**config.mk**
```make
export PLATFORM = sky130hd
export DESIGN_NAME = config_port_pin_mux
export DESIGN_NICKNAME = d
export VERILOG_FILES = /design/src/shared/config_port_pin_mux_pkg.sv /design/src/verilog/config_port_pin_mux.sv /design/src/verilog/pin_sync2.sv
export VERILOG_INCLUDE_DIRS = /design/src /design/src/shared
export SDC_FILE = /design/constraint.sdc
export NUM_CORES = 1
export LEC_CHECK = 0
export ABC_CLOCK_PERIOD_IN_PS = 1800
export BUFFER_PORTS_ARGS = -buffer_cell sky130_fd_sc_hd__buf_2
export CAP_MARGIN = 20
export CORE_AREA = 2 2 62 122
export CTS_CLUSTER_DIAMETER = 30
export CTS_CLUSTER_SIZE = 28
export DETAILED_ROUTE_END_ITERATION = 12
export DIE_AREA = 0 0 64 124
export PLACE_DENSITY_LB_ADDON = 0.12
export SLEW_MARGIN = 20
export SYNTH_ARGS = -nofsm -noshare
export SYNTH_HDL_FRONTEND = slang
export SYNTH_HIERARCHICAL = 1
export SYNTH_SLANG_ARGS = --single-unit
```
**constraint.sdc**
```tcl
create_clock -name ref_clk_i -period 1.8 [get_ports ref_clk_i]
set_input_delay 0.18 -clock ref_clk_i [delete_from_list [all_inputs] [get_ports ref_clk_i]]
set_output_delay 0.18 -clock ref_clk_i [all_outputs]
set_load 0.005 [all_outputs]
```
**src/shared/config_port_pin_mux_consts.svh**
```systemverilog
// Constants for the configuration port pin multiplexer
`ifndef CONFIG_PORT_PIN_MUX_CONSTS_SVH
`define CONFIG_PORT_PIN_MUX_CONSTS_SVH

// Clock and wake-up timing
`define CPM_CLK_PERIOD_NS 10
`define CPM_WAKE_RST_TIME_NS 40
`define CPM_WAKE_RST_CYCLES ((`CPM_WAKE_RST_TIME_NS + `CPM_CLK_PERIOD_NS - 1) / `CPM_CLK_PERIOD_NS)
`define CPM_WAKE_CNT_W 3

// Widths
`define CPM_KEY_W 64
`define CPM_STATUS_PINS 3

// Status pin positions
`define CPM_PIN_RECONFIG 0
`define CPM_PIN_DONE 1
`define CPM_PIN_INIT 2

// Pin synchroniser positions
`define CPM_SYNC_SCAN_SEL 0
`define CPM_SYNC_RECONFIG 1

// Reset values
`define CPM_SYNC_RST 2'h3
`define CPM_STATUS_KEPT_RST 3'h7

`endif

```
**src/shared/config_port_pin_mux_pkg.sv**
```systemverilog
// Types for the configuration port pin multiplexer
package config_port_pin_mux_pkg;

  typedef enum logic [3:0] {
    ST_CONFIG = 4'h1,
    ST_USER = 4'h2,
    ST_REFRESH = 4'h4,
    ST_WAKE = 4'h8
  } state_t;

  typedef enum logic [1:0] {
    SPI_OFF = 2'h0,
    SPI_ON = 2'h1,
    SPI_USER_ONLY_VALUE = 2'h2
  } master_spi_t;

  typedef enum logic [1:0] {
    STAT_OFF = 2'h0,
    STAT_RECONFIG_ONLY = 2'h1,
    STAT_RECONFIG_DONE = 2'h2,
    STAT_ALL_STATUS_PINS = 2'h3
  } status_pin_setting_t;

  typedef enum logic [2:0] {
    OP_READ_ID = 3'h0,
    OP_READ_STATUS = 3'h1,
    OP_WRITE = 3'h2,
    OP_VERIFY = 3'h3,
    OP_ERASE = 3'h4
  } op_kind_t;

endpackage : config_port_pin_mux_pkg

```
**src/verilog/config_port_pin_mux.sv**
```systemverilog
// Configuration port ownership, status pins, key gating and refresh sequencing
`timescale 1ns/1ps
`include "config_port_pin_mux_consts.svh"

module config_port_pin_mux (
  // Clock and reset
  input wire logic ref_clk_i,
  input wire logic rstn_i,
  // Nonvolatile feature bits
  input wire logic scan_keep_i,
  input wire logic slave_spi_keep_i,
  input wire config_port_pin_mux_pkg::master_spi_t master_spi_i,
  input wire logic image_external_i,
  input wire logic i2c_keep_i,
  input wire config_port_pin_mux_pkg::status_pin_setting_t status_pin_setting_i,
  input wire logic key_protect_on_i,
  input wire logic key_protect_full_i,
  input wire logic [`CPM_KEY_W-1:0] stored_key_i,
  // Configuration engine events
  input wire logic cfg_done_i,
  input wire logic image_fail_i,
  input wire logic refresh_cmd_i,
  input wire logic refresh_done_i,
  // Device pins
  input wire logic scan_pin_select_i,
  input wire logic reconfig_request_n_i,
  // Key and operation requests
  input wire logic key_valid_i,
  input wire logic [`CPM_KEY_W-1:0] key_data_i,
  input wire logic op_valid_i,
  input wire config_port_pin_mux_pkg::op_kind_t op_kind_i,
  // Pin ownership
  output logic user_mode_o,
  output logic scan_tap_route_o,
  output logic scan_gpio_o,
  output logic spi_cfg_attach_o,
  output logic spi_hard_master_o,
  output logic spi_gpio_o,
  output logic i2c_cfg_attach_o,
  output logic i2c_ctrl_allow_o,
  output logic i2c_gpio_o,
  output logic [`CPM_STATUS_PINS-1:0] status_kept_o,
  output logic [`CPM_STATUS_PINS-1:0] status_gpio_o,
  // Boot and sequencing
  output logic boot_external_o,
  output logic boot_dual_o,
  output logic golden_select_o,
  output logic reconfig_start_o,
  output logic io_hold_o,
  output logic global_set_reset_o,
  // Access control
  output logic unlocked_o,
  output logic op_grant_o,
  output logic op_deny_o
);

  // Status pin keep decode
  function automatic logic status_keeps(
    input config_port_pin_mux_pkg::status_pin_setting_t s,
    input int unsigned idx
  );
    case (s)
      config_port_pin_mux_pkg::STAT_RECONFIG_ONLY: status_keeps = (idx == 0);
      config_port_pin_mux_pkg::STAT_RECONFIG_DONE: status_keeps = (idx <= 1);
      config_port_pin_mux_pkg::STAT_ALL_STATUS_PINS: status_keeps = 1'b1;
      default: status_keeps = 1'b0;
    endcase
  endfunction : status_keeps

  // Synchronised pins
  logic [1:0] pins_sync;
  logic scan_sel_sync;
  logic reconfig_n_sync;

  pin_sync2 u_pin_sync (
    .ref_clk_i(ref_clk_i),
    .rstn_i(rstn_i),
    .async_i({reconfig_request_n_i, scan_pin_select_i}),
    .sync_o(pins_sync)
  );

  assign scan_sel_sync = pins_sync[`CPM_SYNC_SCAN_SEL];
  assign reconfig_n_sync = pins_sync[`CPM_SYNC_RECONFIG];

  // Sequencer state
  config_port_pin_mux_pkg::state_t state_reg;
  config_port_pin_mux_pkg::state_t state_next;
  logic [`CPM_WAKE_CNT_W-1:0] wake_cnt_reg;
  logic [`CPM_WAKE_CNT_W-1:0] wake_cnt_next;
  logic golden_reg;
  logic golden_next;
  logic reconfig_start_reg;
  logic reconfig_start_next;
  logic sample_now;
  logic reconfig_go;
  logic refresh_go;

  // Sampled feature bits
  logic scan_keep_reg;
  logic scan_keep_next;
  logic sspi_keep_reg;
  logic sspi_keep_next;
  config_port_pin_mux_pkg::master_spi_t mspi_reg;
  config_port_pin_mux_pkg::master_spi_t mspi_next;
  logic img_ext_reg;
  logic img_ext_next;
  logic i2c_keep_reg;
  logic i2c_keep_next;
  config_port_pin_mux_pkg::status_pin_setting_t stat_reg;
  config_port_pin_mux_pkg::status_pin_setting_t stat_next;
  logic protect_reg;
  logic protect_next;
  logic protect_full_reg;
  logic protect_full_next;

  // Ownership registers
  logic [9:0] own_reg;
  logic [9:0] own_next;
  logic [`CPM_STATUS_PINS-1:0] kept_reg;
  logic [`CPM_STATUS_PINS-1:0] kept_next;
  logic [`CPM_STATUS_PINS-1:0] kept_calc;

  // Access registers
  logic unlocked_reg;
  logic unlocked_next;
  logic grant_reg;
  logic grant_next;
  logic deny_reg;
  logic deny_next;
  logic edit_op;
  logic needs_key;

  genvar gi;
  generate
    for (gi = 0; gi < `CPM_STATUS_PINS; gi++) begin : g_status
      assign kept_calc[gi] = status_keeps(stat_next, gi);
      assign status_gpio_o[gi] = user_mode_o & ~kept_reg[gi];
    end
  endgenerate

  // Sequencer next state
  always_comb begin
    state_next = state_reg;
    wake_cnt_next = wake_cnt_reg;
    golden_next = golden_reg;
    sample_now = 1'b0;
    reconfig_go = (state_reg == config_port_pin_mux_pkg::ST_USER) &&
                  kept_reg[`CPM_PIN_RECONFIG] && !reconfig_n_sync;
    refresh_go = (state_reg == config_port_pin_mux_pkg::ST_USER) && refresh_cmd_i &&
                 (own_reg[0] || own_reg[2] || own_reg[6]) &&
                 (!protect_reg || unlocked_reg);
    reconfig_start_next = reconfig_go;
    case (state_reg)
      config_port_pin_mux_pkg::ST_CONFIG: begin
        if (image_fail_i) begin
          golden_next = 1'b1;
        end else if (cfg_done_i) begin
          sample_now = 1'b1;
          state_next = config_port_pin_mux_pkg::ST_USER;
        end
      end
      config_port_pin_mux_pkg::ST_USER: begin
        if (reconfig_go) begin
          state_next = config_port_pin_mux_pkg::ST_CONFIG;
        end else if (refresh_go) begin
          state_next = config_port_pin_mux_pkg::ST_REFRESH;
        end
      end
      config_port_pin_mux_pkg::ST_REFRESH: begin
        if (image_fail_i) begin
          golden_next = 1'b1;
        end else if (refresh_done_i) begin
          sample_now = 1'b1;
          wake_cnt_next = '0;
          state_next = config_port_pin_mux_pkg::ST_WAKE;
        end
      end
      config_port_pin_mux_pkg::ST_WAKE: begin
        wake_cnt_next = wake_cnt_reg + 1'b1;
        if (wake_cnt_reg == `CPM_WAKE_CNT_W'(`CPM_WAKE_RST_CYCLES - 1)) begin
          state_next = config_port_pin_mux_pkg::ST_USER;
        end
      end
      default: begin
        state_next = config_port_pin_mux_pkg::ST_CONFIG;
      end
    endcase
  end

  // Feature bit sampling
  always_comb begin
    scan_keep_next = scan_keep_reg;
    sspi_keep_next = sspi_keep_reg;
    mspi_next = mspi_reg;
    img_ext_next = img_ext_reg;
    i2c_keep_next = i2c_keep_reg;
    stat_next = stat_reg;
    protect_next = protect_reg;
    protect_full_next = protect_full_reg;
    if (sample_now) begin
      scan_keep_next = scan_keep_i;
      sspi_keep_next = slave_spi_keep_i;
      mspi_next = master_spi_i;
      img_ext_next = image_external_i;
      i2c_keep_next = i2c_keep_i;
      stat_next = status_pin_setting_i;
      protect_next = key_protect_on_i | key_protect_full_i;
      protect_full_next = key_protect_full_i;
    end
  end

  // Ownership next values
  always_comb begin
    own_next = own_reg;
    kept_next = kept_reg;
    if (state_next == config_port_pin_mux_pkg::ST_CONFIG) begin
      own_next = 10'h045;
      kept_next = `CPM_STATUS_KEPT_RST;
    end else if (state_next == config_port_pin_mux_pkg::ST_USER) begin
      own_next[0] = scan_keep_next | scan_sel_sync;
      own_next[1] = ~scan_keep_next & ~scan_sel_sync;
      own_next[2] = sspi_keep_next;
      own_next[3] = mspi_next != config_port_pin_mux_pkg::SPI_OFF;
      own_next[4] = ~sspi_keep_next && (mspi_next == config_port_pin_mux_pkg::SPI_OFF);
      own_next[5] = (mspi_next == config_port_pin_mux_pkg::SPI_ON) && img_ext_next;
      own_next[6] = i2c_keep_next;
      own_next[7] = i2c_keep_next;
      own_next[8] = ~i2c_keep_next;
      own_next[9] = (mspi_next == config_port_pin_mux_pkg::SPI_ON) && !img_ext_next;
      kept_next = kept_calc;
    end
  end

  // Key check and operation gating
  always_comb begin
    edit_op = (op_kind_i == config_port_pin_mux_pkg::OP_WRITE) ||
              (op_kind_i == config_port_pin_mux_pkg::OP_VERIFY) ||
              (op_kind_i == config_port_pin_mux_pkg::OP_ERASE);
    needs_key = protect_reg &&
                (edit_op || (protect_full_reg &&
                 op_kind_i != config_port_pin_mux_pkg::OP_READ_ID));
    unlocked_next = unlocked_reg;
    if (state_next == config_port_pin_mux_pkg::ST_CONFIG) begin
      unlocked_next = 1'b0;
    end
    if (key_valid_i) begin
      unlocked_next = (key_data_i == stored_key_i);
    end
    grant_next = op_valid_i && (!needs_key || unlocked_reg);
    deny_next = op_valid_i && needs_key && !unlocked_reg;
  end

  always_ff @(posedge ref_clk_i) begin
    if (!rstn_i) begin
      state_reg <= config_port_pin_mux_pkg::ST_CONFIG;
      wake_cnt_reg <= '0;
      golden_reg <= 1'b0;
      reconfig_start_reg <= 1'b0;
      scan_keep_reg <= 1'b1;
      sspi_keep_reg <= 1'b0;
      mspi_reg <= config_port_pin_mux_pkg::SPI_OFF;
      img_ext_reg <= 1'b0;
      i2c_keep_reg <= 1'b0;
      stat_reg <= config_port_pin_mux_pkg::STAT_OFF;
      protect_reg <= 1'b0;
      protect_full_reg <= 1'b0;
      own_reg <= 10'h045;
      kept_reg <= `CPM_STATUS_KEPT_RST;
      unlocked_reg <= 1'b0;
      grant_reg <= 1'b0;
      deny_reg <= 1'b0;
    end else begin
      state_reg <= state_next;
      wake_cnt_reg <= wake_cnt_next;
      golden_reg <= golden_next;
      reconfig_start_reg <= reconfig_start_next;
      scan_keep_reg <= scan_keep_next;
      sspi_keep_reg <= sspi_keep_next;
      mspi_reg <= mspi_next;
      img_ext_reg <= img_ext_next;
      i2c_keep_reg <= i2c_keep_next;
      stat_reg <= stat_next;
      protect_reg <= protect_next;
      protect_full_reg <= protect_full_next;
      own_reg <= own_next;
      kept_reg <= kept_next;
      unlocked_reg <= unlocked_next;
      grant_reg <= grant_next;
      deny_reg <= deny_next;
    end
  end

  // Outputs
  assign user_mode_o = state_reg == config_port_pin_mux_pkg::ST_USER;
  assign scan_tap_route_o = own_reg[0];
  assign scan_gpio_o = own_reg[1];
  assign spi_cfg_attach_o = own_reg[2];
  assign spi_hard_master_o = own_reg[3];
  assign spi_gpio_o = own_reg[4];
  assign boot_external_o = own_reg[5];
  assign i2c_cfg_attach_o = own_reg[6];
  assign i2c_ctrl_allow_o = own_reg[7];
  assign i2c_gpio_o = own_reg[8];
  assign boot_dual_o = own_reg[9];
  assign status_kept_o = kept_reg;
  assign golden_select_o = golden_reg;
  assign reconfig_start_o = reconfig_start_reg;
  assign io_hold_o = state_reg == config_port_pin_mux_pkg::ST_REFRESH;
  assign global_set_reset_o = state_reg == config_port_pin_mux_pkg::ST_WAKE;
  assign unlocked_o = unlocked_reg;
  assign op_grant_o = grant_reg;
  assign op_deny_o = deny_reg;
endmodule : config_port_pin_mux

```
**src/verilog/pin_sync2.sv**
```systemverilog
// Two-flop synchroniser for asynchronous pin levels
`timescale 1ns/1ps
`include "config_port_pin_mux_consts.svh"

module pin_sync2 (
  // Clock and reset
  input wire logic ref_clk_i,
  input wire logic rstn_i,
  // Pins in, synchronised levels out
  input wire logic [1:0] async_i,
  output logic [1:0] sync_o
);

  logic [1:0] meta_reg;
  logic [1:0] meta_next;
  logic [1:0] sync_reg;
  logic [1:0] sync_next;

  always_comb begin
    meta_next = async_i;
    sync_next = meta_reg;
  end

  always_ff @(posedge ref_clk_i) begin
    if (!rstn_i) begin
      meta_reg <= `CPM_SYNC_RST;
      sync_reg <= `CPM_SYNC_RST;
    end else begin
      meta_reg <= meta_next;
      sync_reg <= sync_next;
    end
  end

  assign sync_o = sync_reg;

endmodule : pin_sync2

```
==> impl_metrics.toml <==
[timing]
fin_crit_sh_pct = 103
post-route-min-period_ns = 1.86
tightest_slew_ns = 0.382
finalWorstSetupSlack_ns = -0.0628
holdWs_ns = 0.0777
setup_viol = 6
rsz0062_at_grt = "yes"
fmax_mhz = 537
hold_viol_final = 0
max-slew-margin-rel_pct = 74.3
finClkSkew_ns = 0.00513
maxSlewViolCount = 0
tns_ns = -0.173

[cts]
numCtsBuffers = 5
clock_path_buffers = 2
cts_hold_buf = 0
htreeDepth = 2
cts_tree = "yes"
cts_root_buf = "clkbuf_16"
path_clk_slew_ns = 0.06
cts_sinks = 39
clk-insertion-delay-late_ns = 0.28

[synthesis]
synth_area_leader_cell = "dfxtp_1"
synthTopCellsByArea = "dfxtp_1 30%, xnor2_1 15%, nor2b_1 5.8%"
postSynthCellCount = 292
ys_types = 59
yosys-top-cells-count = "43 x xnor2_1, 39 x dfxtp_1, 28 x inv_1, 24 x nor2b_1, 16 x nor2_1"
yosysMostFrequentCell = "xnor2_1"
syn_area_um2 = 2580
synth_fp_nets = 445
dominantRegCellSynth = "dfxtp_1"
async_reset_ff_share_pct = 0
seq_area_frac_synth_pct = 30.3
syn_area_per_cell_um2 = 8.83
synth.top_cell.area_share_pct = 30.3
synth_edf_count = 0
ys_ff_latch = 39
yosys_warnings = 6

[critical_path]
required_ns = 1.98
cp-start-kind = "flop"
crit_type = "reg -> reg"
cp_max_fo = 4
critPathCaptureType = "flop"
worstPathArrival_ns = 2.04
slowest_delay_ns = 0.41
path_cells = "buf_6, nand3b_4, a2111oi_4, mux2_4, or3_4, a21o_1"
crit_slowest_cell = "a2111oi_4"

[placement]
pre_cts_ws_ns = -0.0496
placed_cells = 559
dpl_cell_area_um2 = 3600
gp_congestion = 0.780
dp_hpwl_um = 6640
io_buffer_count = 174

[finish]
fin_cells = 575
final_util_pct = 56.2
largest_reg_flops = 10
drive_gt1_share_pct = 46.8
nets = 635
area_growth_pct = 51.1
design_area_um2 = 3900

[detailed_routing]
drtIter0Drc = 60
routedWlPerCell_um = 13.7
vias = 2765
wl_um = 7850
drtAntennaViolNets = 0
dr.pass1.iters = 6
drc = 0
via_per_inst = 4.81

[die]
ios = 175
die_area_um2 = 7940
num_rows = 43
die_y_um = 124
start_util_pct = 37.2
core_area_um2 = 6940
fp.dieW_um = 64

[power_and_ir_drop]
worst_ir_drop_vdd_mv = 0.366
p_per_area_nw_per_um2 = 662
leakage_nw = 1.84
total_power_mw = 2.58

[grt]
grt_pass1_wl_um = 11900
track_usage_pct = 19.6
grt_max_degree = 22
antenna_found_initial = 2
grt_pass1_vias = 2758
grt-ovfl-total = 0

[min_path]
hp-class = "in -> reg"

[outcome]
violations = "setup timing"
status = "complete, but fails checks"

[job]
drv_cap = 0
cells in the final DEF (no fill, tap or decap), types with 2 or more instances in the layout:
master and count:
a2111o_1 2, a211o_1 3, a211oi_2 2, a21o_1 2
a21oi_1 4, a22oi_1 3, a31oi_1 2, and2_1 2
and2b_1 2, buf_2 174, buf_4 15, buf_6 2
bufinv_16 2, clkbuf_16 5, dfxtp_1 36, dfxtp_2 3
diode_2 2, ha_1 2, inv_1 28, mux2i_1 7
mux2i_2 2, mux2i_4 2, nand2_1 8, nand2b_1 10
nand3_1 6, nand3b_1 3, nand4_1 10, nor2_1 15
nor2b_1 24, nor3_1 6, nor3_2 3, nor4_1 7
nor4bb_1 2, o2111ai_1 2, o211ai_1 2, o221ai_1 3
o22ai_1 6, or2_4 2, xnor2_1 43, xor2_1 3
power breakdown:
group / switching, mW / total, mW / internal [mW]
Combinational: 0.223 / 0.539 / 0.316
Sequential: 0.0186 / 0.908 / 0.889
Clock: 0.339 / 1.13 / 0.794
critical path: cells and delay by family (launching register included):
family	cells	cell delay [ns]
and+or+nand+nor	2	0.41
AOI/OAI and AO/OA	2	0.56
muxes	1	0.34
DFF	1	0.33
buffers and inverters	1	0.11
cells by family (layout without fill, tap and decap cells):
group / after synthesis / in the layout / synth area share, %
and+or+nand+nor: 109 / 109 / 26.0
other: 0 / 2 / 0
DFF: 39 / 39 / 30.3
AOI/OAI and AO/OA: 44 / 44 / 14.5
adders and majority gates: 2 / 2 / 0.970
buffers and inverters: 39 / 230 / 7.57
xor gates and xnor gates: 46 / 46 / 15.6
muxes: 13 / 13 / 5.14
routing by layer:
metal	vias to the layer above	global-route usage (%)	routed length, um
met5	-	0	0
met3	13	4.79	563
li1	1398	-	-
met2	107	40.4	4670
met4	0	10.1	206
met1	1247	16.6	2410
cell type report:
cell class              instances  area, um2
well taps                      90        113
inverters                      29        109
clock buffers                   6        129
multi-input cells             214       1660
fillers                       684       3040
flip-flops and latches         39        785
clock inverters                 2       60.1
repair buffers                193       1040
diodes                          2       5.00
path summary, 6_finish.rpt:
path,startpoint,to,slack (ns),cells past startpoint
setup / recovery,state_reg[0],own_reg[0],-0.06,6
setup reg to reg,state_reg[0],own_reg[0],-0.06,6
hold reg to reg,u_pin_sync/meta_reg[1],u_pin_sync/sync_o[1],0.41,1
hold / removal,reconfig_request_n_i,u_pin_sync/meta_reg[1],0.08,2
what timing repair did:
action                                 4_1_cts  5_1_grt
pin swaps                                    0        4
gates resized for setup                      1       12
setup buffers                                0        6
setup endpoints to repair                    7       14
endpoints found under the hold margin        0        0
Note: power is estimated with default switching activity, not from simulation.
